[src/shared/rps_pkg.sv]
// Constants, codes and carrier types for the upper special function register slice
package rps_pkg;

    // Register indexes; the byte address on the bus is four times the index
    localparam logic [4:0] IDX_WAKE = 5'h09;
    localparam logic [4:0] IDX_PCHB = 5'h0a;
    localparam logic [4:0] IDX_PULL_LOW = 5'h0b;
    localparam logic [4:0] IDX_PULL_HIGH = 5'h0c;
    localparam logic [4:0] IDX_INT_EN = 5'h0e;
    localparam logic [4:0] IDX_INT_FLAGS = 5'h0f;
    localparam logic [4:0] IDX_EDGE = 5'h18;
    localparam logic [4:0] IDX_TMR_HIGH = 5'h19;
    localparam logic [4:0] IDX_ANALOG = 5'h1a;
    localparam logic [4:0] IDX_PWM3_HIGH = 5'h1c;
    localparam logic [4:0] IDX_IRQ_CTRL = 5'h1e;

    // Implemented bits of the interrupt enable and flag registers
    localparam logic [7:0] MASK_INT = 8'h5f;

    // Field positions
    localparam int BIT_T0 = 0;
    localparam int BIT_PORT = 1;
    localparam int BIT_EXT = 2;
    localparam int BIT_T1 = 3;
    localparam int BIT_LVD = 4;
    localparam int BIT_WDT = 6;
    localparam int EDGE_ROLE_BIT = 4;
    localparam int TMR1_LSB = 4;
    localparam int PWM2_LSB = 2;
    localparam int PULL_LOW_LSB = 4;
    localparam int CMP_BIT = 7;
    localparam int GIE_BIT = 0;

    // Reset values
    localparam logic [5:0] RST_WAKE = 6'h3f;
    localparam logic [2:0] RST_PCHB = 3'h0;
    localparam logic [3:0] RST_PULL_LOW = 4'hf;
    localparam logic [5:0] RST_PULL_HIGH = 6'h3f;
    localparam logic [7:0] RST_INT_EN = 8'h00;
    localparam logic [7:0] RST_FLAGS = 8'h00;
    localparam logic [1:0] RST_EDGE_SEL = 2'h1;
    localparam logic RST_ROLE = 1'b0;
    localparam logic [1:0] RST_DUTY = 2'h0;
    localparam logic RST_CMP = 1'b0;
    localparam logic RST_GIE = 1'b0;

    // External interrupt edge codes
    localparam logic [1:0] EDGE_RESERVED = 2'h0;
    localparam logic [1:0] EDGE_RISE = 2'h1;
    localparam logic [1:0] EDGE_FALL = 2'h2;
    localparam logic [1:0] EDGE_BOTH = 2'h3;

    // One-cycle event pulses from the timers, detector and watchdog
    typedef struct packed {
        logic watchdog_timeout;
        logic low_voltage;
        logic timer1_underflow;
        logic timer0_overflow;
    } rps_events_t;

    // Bus slave states
    typedef enum logic [1:0] {
        BUS_IDLE = 2'b01,
        BUS_ACK = 2'b10
    } rps_bus_state_t;

endpackage

[src/core/rps_edge_det.sv]
// Selectable edge detector for the external interrupt input
`timescale 1ns/1ps
`default_nettype none
module rps_edge_det
    import rps_pkg::*;
(
    input wire logic mclk,             // Core clock
    input wire logic reset,            // Asynchronous reset, active high
    input wire logic level,            // Synchronised input level
    input wire logic arm,              // Detection allowed
    input wire logic [1:0] edge_sel,   // Edge code
    output logic hit                   // One-cycle pulse on a selected edge
);
    logic prev_level;
    wire rose = level & ~prev_level;
    wire fell = ~level & prev_level;
    logic next_hit;

    // Reserved code picks no edge
    always_comb begin
        unique case (edge_sel)
            EDGE_RISE: next_hit = rose;
            EDGE_FALL: next_hit = fell;
            EDGE_BOTH: next_hit = rose | fell;
            EDGE_RESERVED: next_hit = 1'b0;
        endcase
    end

    always_ff @(posedge mclk or posedge reset) begin
        if (reset) begin
            prev_level <= 1'b0;
            hit <= 1'b0;
        end else begin
            prev_level <= level;
            hit <= next_hit & arm;
        end
    end
endmodule // rps_edge_det
`default_nettype wire

[src/core/rps_sfr_bank.sv]
// Upper special function register slice with Wishbone slave and interrupt flags
// Summary of operation
// - Six wake enables, bits 5:0, reset ones
// - Three-bit PC high buffer, reset zero
// - Pull-down enables bits 7:4, active low, reset ones
// - Pull-up enables bits 5:0, active low, reset ones
// - Six interrupt enables at fixed bits, reset zero
// - Events set matching flags, same bit layout
// - Flags stay set until firmware writes clear
// - Flag reads masked by enable bits
// - Two-bit edge select, 00 reserved, reset 01
// - Edge register bit 4 makes pin zero interrupt
// - Timer bits write reload, read running count
// - PWM1 and PWM2 upper duty bits stored
// - Comparator enable bit 7, reset zero
// - PWM3 upper duty bits stored
// - PC high bits load only from buffer
// - Global enable gates every interrupt request
`timescale 1ns/1ps
`default_nettype none
module rps_sfr_bank
    import rps_pkg::*;
(
    input wire logic mclk,                     // Core clock, 50 MHz
    input wire logic reset,                    // Asynchronous reset, active high
    input wire logic wb_cyc_i,                 // Wishbone cycle
    input wire logic wb_stb_i,                 // Wishbone strobe
    input wire logic wb_we_i,                  // Wishbone write
    input wire logic [7:0] wb_adr_i,           // Wishbone byte address
    input wire logic [3:0] wb_sel_i,           // Wishbone byte selects
    input wire logic [31:0] wb_dat_i,          // Wishbone write data
    output logic [31:0] wb_dat_o,              // Wishbone read data
    output logic wb_ack_o,                     // Wishbone acknowledge
    input wire logic [5:0] port_pins,          // Port pin levels, asynchronous
    input wire rps_events_t events,            // Event pulses from peripherals
    input wire logic [9:0] timer1_count,       // Running Timer1 count
    input wire logic pc_load,                  // Core loads PC high bits
    output logic irq,                          // Interrupt request, level
    output logic [5:0] pin_wake_enable,        // Per-pin wake enables
    output logic [3:0] pull_low_enable_n,      // Pull-down enables, active low
    output logic [5:0] pull_high_enable_n,     // Pull-up enables, active low
    output logic [2:0] pc_high,                // PC bits 10:8
    output logic ext_pin_role_select,          // Pin zero is interrupt input
    output logic [1:0] timer1_upper_bits,      // Timer1 reload bits 9:8
    output logic timer1_reload_write,          // Pulse when reload bits written
    output logic [1:0] pwm1_duty_upper,        // PWM1 duty bits 9:8
    output logic [1:0] pwm2_duty_upper,        // PWM2 duty bits 9:8
    output logic [1:0] pwm3_duty_upper,        // PWM3 duty bits 9:8
    output logic comparator_enable             // Voltage comparator on
);

    rps_bus_state_t bus_state;
    logic [2:0] pc_high_buffer_bits;
    logic [7:0] int_enable;
    logic [7:0] int_flags;
    logic [1:0] ext_edge_select;
    logic global_irq_enable;
    logic [5:0] pins_sync;
    logic [5:0] pins_prev;
    logic ext_hit;

    // Bus decode
    wire req = wb_cyc_i & wb_stb_i & (bus_state == BUS_IDLE);
    wire [4:0] idx = wb_adr_i[6:2];
    wire aligned = (wb_adr_i[1:0] == 2'h0) & ~wb_adr_i[7];
    wire wr = req & wb_we_i & wb_sel_i[0] & aligned;
    wire rd = req & ~wb_we_i;
    wire [7:0] wdat = wb_dat_i[7:0];
    wire wr_wake = wr & (idx == IDX_WAKE);
    wire wr_pchb = wr & (idx == IDX_PCHB);
    wire wr_pull_low = wr & (idx == IDX_PULL_LOW);
    wire wr_pull_high = wr & (idx == IDX_PULL_HIGH);
    wire wr_int_en = wr & (idx == IDX_INT_EN);
    wire wr_flags = wr & (idx == IDX_INT_FLAGS);
    wire wr_edge = wr & (idx == IDX_EDGE);
    wire wr_tmr_high = wr & (idx == IDX_TMR_HIGH);
    wire wr_analog = wr & (idx == IDX_ANALOG);
    wire wr_pwm3 = wr & (idx == IDX_PWM3_HIGH);
    wire wr_irq_ctrl = wr & (idx == IDX_IRQ_CTRL);

    // Pin levels cross into the core clock before anyone looks at them
    rps_sync2 #(
        .WIDTH(6)
    ) u_pin_sync (
        .mclk(mclk),
        .reset(reset),
        .async(port_pins),
        .synced(pins_sync)
    );

    // External interrupt edge on pin zero, only while the pin has that role
    rps_edge_det u_ext_edge (
        .mclk(mclk),
        .reset(reset),
        .level(pins_sync[0]),
        .arm(ext_pin_role_select),
        .edge_sel(ext_edge_select),
        .hit(ext_hit)
    );

    // Port change counts only on pins whose wake enable is set
    wire port_change = |((pins_sync ^ pins_prev) & pin_wake_enable);

    // Event vector in flag layout
    wire [7:0] set_vec = 8'((1 << BIT_T0) & {8{events.timer0_overflow}})
        | 8'((1 << BIT_PORT) & {8{port_change}})
        | 8'((1 << BIT_EXT) & {8{ext_hit}})
        | 8'((1 << BIT_T1) & {8{events.timer1_underflow}})
        | 8'((1 << BIT_LVD) & {8{events.low_voltage}})
        | 8'((1 << BIT_WDT) & {8{events.watchdog_timeout}});

    // Writing zero clears a flag; writing one leaves it alone
    wire [7:0] clr_vec = wr_flags ? (~wdat & MASK_INT) : 8'h00;
    // A set arriving with a clear wins so no event is lost
    wire [7:0] next_flags = ((int_flags & ~clr_vec) | set_vec) & MASK_INT;

    // Read data, unimplemented bits read zero
    logic [7:0] rbyte;
    always_comb begin
        rbyte = 8'h00;
        if (aligned) begin
            unique case (idx)
                IDX_WAKE: rbyte = {2'h0, pin_wake_enable};
                IDX_PCHB: rbyte = {5'h00, pc_high_buffer_bits};
                IDX_PULL_LOW: rbyte = {pull_low_enable_n, 4'h0};
                IDX_PULL_HIGH: rbyte = {2'h0, pull_high_enable_n};
                IDX_INT_EN: rbyte = int_enable;
                IDX_INT_FLAGS: rbyte = int_flags & int_enable;
                IDX_EDGE: rbyte = {3'h0, ext_pin_role_select, 2'h0, ext_edge_select};
                IDX_TMR_HIGH: rbyte = {2'h0, timer1_count[9:8], pwm2_duty_upper,
                    pwm1_duty_upper};
                IDX_ANALOG: rbyte = {comparator_enable, 7'h00};
                IDX_PWM3_HIGH: rbyte = {6'h00, pwm3_duty_upper};
                IDX_IRQ_CTRL: rbyte = {7'h00, global_irq_enable};
                default: rbyte = 8'h00;
            endcase
        end
    end

    // Bus slave: one wait cycle, then a single-cycle ack; unmapped gives zero
    always_ff @(posedge mclk or posedge reset) begin
        if (reset) begin
            bus_state <= BUS_IDLE;
            wb_ack_o <= 1'b0;
            wb_dat_o <= 32'h0000_0000;
        end else begin
            bus_state <= req ? BUS_ACK : BUS_IDLE;
            wb_ack_o <= req;
            if (rd) begin
                wb_dat_o <= {24'h00_0000, rbyte};
            end
        end
    end

    // Port configuration registers
    always_ff @(posedge mclk or posedge reset) begin
        if (reset) begin
            pin_wake_enable <= RST_WAKE;
            pull_low_enable_n <= RST_PULL_LOW;
            pull_high_enable_n <= RST_PULL_HIGH;
            pc_high_buffer_bits <= RST_PCHB;
        end else begin
            if (wr_wake) begin
                pin_wake_enable <= wdat[5:0];
            end
            if (wr_pull_low) begin
                pull_low_enable_n <= wdat[PULL_LOW_LSB +: 4];
            end
            if (wr_pull_high) begin
                pull_high_enable_n <= wdat[5:0];
            end
            if (wr_pchb) begin
                pc_high_buffer_bits <= wdat[2:0];
            end
        end
    end

    // PC high bits move only when the core loads them from the buffer
    always_ff @(posedge mclk or posedge reset) begin
        if (reset) begin
            pc_high <= RST_PCHB;
        end else if (pc_load) begin
            pc_high <= pc_high_buffer_bits;
        end
    end

    // Interrupt enable, flags and global enable
    always_ff @(posedge mclk or posedge reset) begin
        if (reset) begin
            int_enable <= RST_INT_EN;
            int_flags <= RST_FLAGS;
            global_irq_enable <= RST_GIE;
            pins_prev <= 6'h00;
        end else begin
            if (wr_int_en) begin
                int_enable <= wdat & MASK_INT;
            end
            int_flags <= next_flags;
            if (wr_irq_ctrl) begin
                global_irq_enable <= wdat[GIE_BIT];
            end
            pins_prev <= pins_sync;
        end
    end

    // Any flag that software has enabled
    wire irq_pending = |(int_flags & int_enable);

    // Request is a registered level so the core sees a clean signal
    always_ff @(posedge mclk or posedge reset) begin
        if (reset) begin
            irq <= 1'b0;
        end else begin
            irq <= global_irq_enable & irq_pending;
        end
    end

    // Edge, timer, PWM and analog control
    always_ff @(posedge mclk or posedge reset) begin
        if (reset) begin
            ext_edge_select <= RST_EDGE_SEL;
            ext_pin_role_select <= RST_ROLE;
            timer1_upper_bits <= RST_DUTY;
            timer1_reload_write <= 1'b0;
            pwm1_duty_upper <= RST_DUTY;
            pwm2_duty_upper <= RST_DUTY;
            pwm3_duty_upper <= RST_DUTY;
            comparator_enable <= RST_CMP;
        end else begin
            timer1_reload_write <= wr_tmr_high;
            if (wr_edge) begin
                ext_edge_select <= wdat[1:0];
                ext_pin_role_select <= wdat[EDGE_ROLE_BIT];
            end
            if (wr_tmr_high) begin
                timer1_upper_bits <= wdat[TMR1_LSB +: 2];
                pwm1_duty_upper <= wdat[1:0];
                pwm2_duty_upper <= wdat[PWM2_LSB +: 2];
            end
            if (wr_pwm3) begin
                pwm3_duty_upper <= wdat[1:0];
            end
            if (wr_analog) begin
                comparator_enable <= wdat[CMP_BIT];
            end
        end
    end
endmodule // rps_sfr_bank
`default_nettype wire

[src/core/rps_sync2.sv]
// Two-flop synchroniser for a group of pin levels
`timescale 1ns/1ps
`default_nettype none
module rps_sync2 #(
    parameter int WIDTH = 6
) (
    input wire logic mclk,               // Core clock
    input wire logic reset,              // Asynchronous reset, active high
    input wire logic [WIDTH-1:0] async,  // Levels from the pins
    output logic [WIDTH-1:0] synced      // Levels safe to use in the mclk domain
);
    logic [WIDTH-1:0] stage_one;

    // First stage feeds only the second stage
    always_ff @(posedge mclk or posedge reset) begin
        if (reset) begin
            stage_one <= '0;
            synced <= '0;
        end else begin
            stage_one <= async;
            synced <= stage_one;
        end
    end
endmodule // rps_sync2
`default_nettype wire

[config.mk]
export PLATFORM = sky130hd
export DESIGN_NAME = rps_sfr_bank
export DESIGN_NICKNAME = d
export VERILOG_FILES = /design/src/shared/rps_pkg.sv /design/src/core/rps_edge_det.sv /design/src/core/rps_sfr_bank.sv /design/src/core/rps_sync2.sv
export SDC_FILE = /design/constraint.sdc
export NUM_CORES = 1
export LEC_CHECK = 0
export BUFFER_PORTS_ARGS = -buffer_cell sky130_fd_sc_hd__clkbuf_2
export CORE_UTILIZATION = 50
export CTS_CLUSTER_DIAMETER = 120
export DETAILED_ROUTE_END_ITERATION = 6
export HOLD_SLACK_MARGIN = 0.02
export PLACE_DENSITY = 0.81
export SLEW_MARGIN = 20
export SYNTH_ARGS = -nofsm -noshare
export SYNTH_HDL_FRONTEND = slang
export SYNTH_SLANG_ARGS = --single-unit
[constraint.sdc]
create_clock -name mclk -period 3.8 [get_ports mclk]
set_input_delay 0.38 -clock mclk [delete_from_list [all_inputs] [get_ports mclk]]
set_output_delay 0.38 -clock mclk [all_outputs]
set_load 0.005 [all_outputs]
# [Word-level counts from Yosys, hierarchy flattened]
# Index checks and enable logic that the tools add are counted.
[op_classes] n_eq_ne=15 mux=5 n_bitwise=39 reduce_logical=4
[ops] operator="case mux 8 bit (11 select lines)" count=1
[ops] operator="equality test 5 x 4 -> 1 bit (second input constant)" count=6
[ops] operator="equality test 5 bit (second input constant)" count=5
[ops] operator="AND 1 bit" count=22
[ops] operator="AND 7 bit" count=2
[ops] operator="inverter 7 bit" count=2
[ops] operator="two-way mux 8 bit" count=1
[ops] operator="OR reduction 8 bit" count=1
[ops] operator="two-way mux 7 bit" count=1
[ops] operator="bitwise OR 5 x 7 -> 7 bit" count=1
[ops] operator="bitwise OR 7 bit" count=1
[ops] operator="AND 6 bit" count=1
[ops] operator="OR reduction 6 bit" count=1
[ops] operator="bitwise XOR 6 bit" count=1
[ops] operator="bitwise OR 4 x 5 -> 5 bit" count=1
[ops] operator="equality test 2 x 1 -> 1 bit (second input constant)" count=2
[ops] operator="equality test 2 bit (second input constant)" count=2
[ops] operator="zero test 2 bit" count=2
[ops] operator="inverter 1 bit" count=4
[ops] operator="bitwise OR 3 x 4 -> 4 bit" count=1
[ops] operator="case mux 1 bit (4 select lines)" count=1
[ops] operator="bitwise OR 2 x 3 -> 3 bit" count=1
[ops] operator="two-way mux 2 bit" count=1
[ops] operator="bitwise OR 1 x 2 -> 2 bit" count=1
[ops] operator="bitwise OR 1 bit" count=1
[totals] register_bits=80 inputBits=70 out_inout_bits=64 elab_cells=88

# [Depth between registers and ports, before layout]
[logic_depth] depth_word=10 depth_mapped=7 depth_no_buf=6

# [By module]
# From an unflattened synthesis, not the netlist that was laid out.
[unflattened] cells_unflattened=286 hier_area_um2=3497.1
[by_module_without_submodules] mod="rps_sfr_bank" n_inst=1 cells_per_inst=261 area_each_um2=3071.7 seq_area_each_um2=1649.1
[by_module_without_submodules] mod="rps_sync2" n_inst=1 cells_per_inst=13 area_each_um2=304.0 seq_area_each_um2=300.3
[by_module_without_submodules] mod="rps_edge_det" n_inst=1 cells_per_inst=12 area_each_um2=121.4 seq_area_each_um2=50.0

# [Worst setup path after synthesis]
# Ideal clock, no wire load.
[synth_timing] path_type="input -> register" start="input wb_adr_i[1]" end="register pwm1_duty_upper[0]" setup_ns=0.125 arrival_time_ns=1.570 required_ns=3.675 slack_ns=2.105 cell_stages=5 n_path_buf=1 path_cell_list="or3_4 nor3_4 buf_6 nand3_4 mux2_4"
[synth_between] elab_chain_cells=4
[synth_rtl] element="start: declaration" line_no="rps_sfr_bank.sv:29" source="input wire logic [7:0] wb_adr_i,"
[synth_rtl] element="zero test 2 bit" line_no="rps_sfr_bank.sv:65" source="wire aligned = (wb_adr_i[1:0] == 2'h0) & ~wb_adr_i[7];"
[synth_rtl] element="AND 1 bit" line_no="rps_sfr_bank.sv:65"
[synth_rtl] element="AND 1 bit" line_no="rps_sfr_bank.sv:66" source="wire wr = req & wb_we_i & wb_sel_i[0] & aligned;"
[synth_rtl] element="AND 1 bit" line_no="rps_sfr_bank.sv:76" source="wire wr_tmr_high = wr & (idx == IDX_TMR_HIGH);"
[synth_rtl] element="end signal: assignment" line_no="rps_sfr_bank.sv:237" source="pwm1_duty_upper <= wdat[1:0];"
[synth_rtl] element="end: declaration" line_no="rps_sfr_bank.sv:46" source="output logic [1:0] pwm1_duty_upper,"
# No other way between the ends.
# A chain may end at the register's enable or synchronous reset.

# [Worst setup path in the final report]
[layout_timing] start="register bus_state[0]" end="register pin_wake_enable[5]"
[layout_between] elab_chain_cells=6
[layout_rtl] element="start: declaration" line_no="rps_sfr_bank.sv:52" source="rps_bus_state_t bus_state;"
[layout_rtl] element="start signal: assignment" line_no="rps_sfr_bank.sv:147" source="bus_state <= req ? BUS_ACK : BUS_IDLE;"
[layout_rtl] element="equality test 2 x 1 -> 1 bit" line_no="rps_sfr_bank.sv:63" source="wire req = wb_cyc_i & wb_stb_i & (bus_state == BUS_IDLE);"
[layout_rtl] element="AND 1 bit" line_no="rps_sfr_bank.sv:63"
[layout_rtl] element="AND 1 bit (3 in series)" line_no="rps_sfr_bank.sv:66"
[layout_rtl] element="AND 1 bit" line_no="rps_sfr_bank.sv:69" source="wire wr_wake = wr & (idx == IDX_WAKE);"
[layout_rtl] element="end signal: assignment" line_no="rps_sfr_bank.sv:164" source="pin_wake_enable <= wdat[5:0];"
[layout_rtl] element="end: declaration" line_no="rps_sfr_bank.sv:39" source="output logic [5:0] pin_wake_enable,"
# No other way between the ends.

==> results by group <==
Worst setup path
  • Critical path fanouts, max: 11
  • R2r setup slk: 1550 ps
  • Slowest stage delay, CP: between 600 and 700 ps
  • WP data required: between 4000 and 5000 ps
  • Cells along the critical path: nand4b_4 > nor3_4 > nand3_1 > mux2_2
  • Worst setup SP type: flop
  • Slowest CP cell: nor3_4
  • Crit path arrival time: 2540 ps
  • WS Path Type: reg -> reg
  • CP endpoint kind: flop

STA
  • Slew headroom: 0.479
  • RSZ-0062 raised after global routing: false
  • Smallest hold slack: 126 ps
  • FMAX: roughly 440 MHz
  • Clock Skews: around 8 ps
  • Worst Max-Slew Pin Slew: 779 ps
  • Final min period: 2250 ps
  • Final hold violations: 0
  • Final setup violation count: 0
  • Post-route setup slack: 1550 ps
  • Tcrit/Tclk final: 0.593
  • Max-slew violations: 0
  • Setup TNS Final: 0 ps

Job
  • Maxcap violations: 0

Clocking
  • Reg clk slew, reported paths: 80 ps
  • Post-CTS setup repair buffer count: 0
  • Clock Latency Late Sink: 350 ps
  • CTS H-tree depth: 3
  • Root buffer cell: clkbuf_8
  • Hold-fix buffers, CTS: 0
  • Num CTS Buffers: 9
  • PostCTS Resize Cnt: 0
  • Num Clock Sinks: 78
  • Clock Path Buffers: 2
  • CTS tree: done

Drt
  • Initial DRC Count: 205
  • Routed Antenna Nets: 0
  • 1st-pass router iterations: 4
  • Final wirelength: 7580 um
  • Drt via density: 5.34
  • Residual DRC: 0
  • Total number of vias: 2525
  • WL/cell: 16.0 um

Final layout
  • Fraction of layout cells with a size suffix above 1: 0.432
  • Nets: between 400 and 500
  • Area Growth Syn to Fin: 15.1%
  • Filler cells: 583
  • # diodes: 0
  • Most common cell after layout, fill and taps aside: clkbuf_2
  • Fin area: 4200 um2
  • Post-route core utilization: 0.608
  • Most frequent cells in the layout: clkbuf_2, dfrtp_1, mux2_2

GRT
  • First-pass GRT wire length: 12200 um
  • Initial antenna violation count: 0
  • All-Layer GR Usage: 0.218
  • Number of global-route vias before repair: 2392
  • GR Overflow Total: 0
  • Largest net degree at the start of global routing: 36

Placed design
  • Placer Congestion: 0.864
  • Pre-CTS setup slack: 1370 ps
  • DP Area: 4000 um2
  • # port buffers: 74
  • Post-DP HPWL: between 5000 and 6000 um

Floorplan
  • Die area: 7640 um2
  • Initial Util: 0.528
  • Die Y: 87.4 um
  • Top-level port count: 134
  • Die W: between 80 and 90 um
  • Core Area: 6910 um2
  • Rows: 30

Logic synthesis
  • Sequential-to-total area share from yosys stat: 0.541
  • Area of the mapped netlist: 3650 um2
  • Synth Register Bits: 78
  • Cell count after synthesis: 296
  • EDFF count, synth: 0
  • Ys async rst share: 1.00
  • YS warnings: 0
  • Avg Inst Size Synth: roughly 12 um2
  • Top_reg_cell synth: dfrtp_1
  • Netlist cell types: 48

Power
  • Max VDD drop: 0.331 mV
  • Leakage: 2.02 nW
  • Power Density: 376 nW/um2

Status
  • Status: completed

Worst hold path
  • HP Class: in -> async
-- final cells by class --
class | count | area, um2 | area share
clock inverter | 5 | 58.8 | 0.0140
multi-input combinational | 199 | 1480 | 0.354
tap | 96 | 120 | 0.0286
inverter | 7 | 26.3 | 0.00626
clock buffer | 11 | 141 | 0.0337
sequential | 78 | 1970 | 0.470
timing repair buffer | 77 | 393 | 0.0936
-- kinds of logic after synthesis --
kind of cell,after synthesis,synth area share
compound gates,40,0.0662
xor+xnor,5,0.0120
fa+ha+maj,2,0.00686
buf+inv,42,0.0758
flops,78,0.541
mux,49,0.152
other cells,1,0.00103
simple gates,79,0.145
-- where the power goes --
group          internal (mW)  switching, mW  leakage, nW
registers              0.845        0.00800        0.955
logic                 0.0319         0.0656        0.972
clock network          0.321          0.306       0.0955
total                   1.20          0.379         2.02
-- Yosys cell counts, drive strengths merged (2+ instances only) --
cell type,n,area (um2)
nand4,3,18.8
nand2b,9,56.3
buf,34,246
nand3,14,123
and3,6,37.5
o21ai,20,100
mux2,41,473
inv,7,26.3
a31oi,7,43.8
xor2,5,43.8
mux2i,8,80.1
nor2b,3,18.8
dfstp,18,473
and4,2,17.5
nand2,19,78.8
dfrtp,60,1500
ha,2,25.0
nor3,9,61.3
a21oi,2,10.0
a22oi,6,45.0
nand4b,2,32.5
nand3b,4,30.0
nor2,3,18.8
-- worst max-delay path: cells and delay by family (launching register included) --
kind / cells / cell delay, ps
flops: 1 / 550
mux: 1 / 390
simple gates: 3 / 1250
-- sequential cells by signal, indices dropped and copies added (netlist names), 2 cells and up --
register / flops
bus_state: 2
ext_edge_select: 2
int_enable: 6
int_flags: 6
pc_high: 3
pc_high_buffer_bits: 3
pin_wake_enable: 6
pins_prev: 6
pull_high_enable_n: 6
pull_low_enable_n: 4
pwm1_duty_upper: 2
pwm2_duty_upper: 2
pwm3_duty_upper: 2
timer1_upper_bits: 2
u_pin_sync.stage_one: 6
u_pin_sync.synced: 6
wb_dat_o: 8
-- path summary, 6_finish.rpt --
path,from,end,cells past startpoint
setup / recovery,bus_state[0],pin_wake_enable[5],4
max in group asynchronous,reset,bus_state[0],3
setup reg to reg,bus_state[0],pin_wake_enable[5],4
hold reg to reg,u_pin_sync.stage_one[1],u_pin_sync.synced[1],0
hold / removal,reset,pins_prev[1],2
min in group mclk,port_pins[4],u_pin_sync.stage_one[4],1
-- routing by layer --
layer / vias up / GRT usage / routed length, um
met5: - / 0 / 0
met4: 0 / 0.0924 / 191
met3: 18 / 0.0569 / 488
met2: 120 / 0.338 / 3570
met1: 1234 / 0.292 / 3330
li1: 1153 / - / -
-- per-stage QoR --
stage               power, mW  instances
global placement        0.964        457
detailed placement      0.967        457
global route             1.65        473
CTS                      1.59        473
finish                   1.58        473
floorplan               0.944        319
No activity file was read; power rests on OpenSTA's default activity.
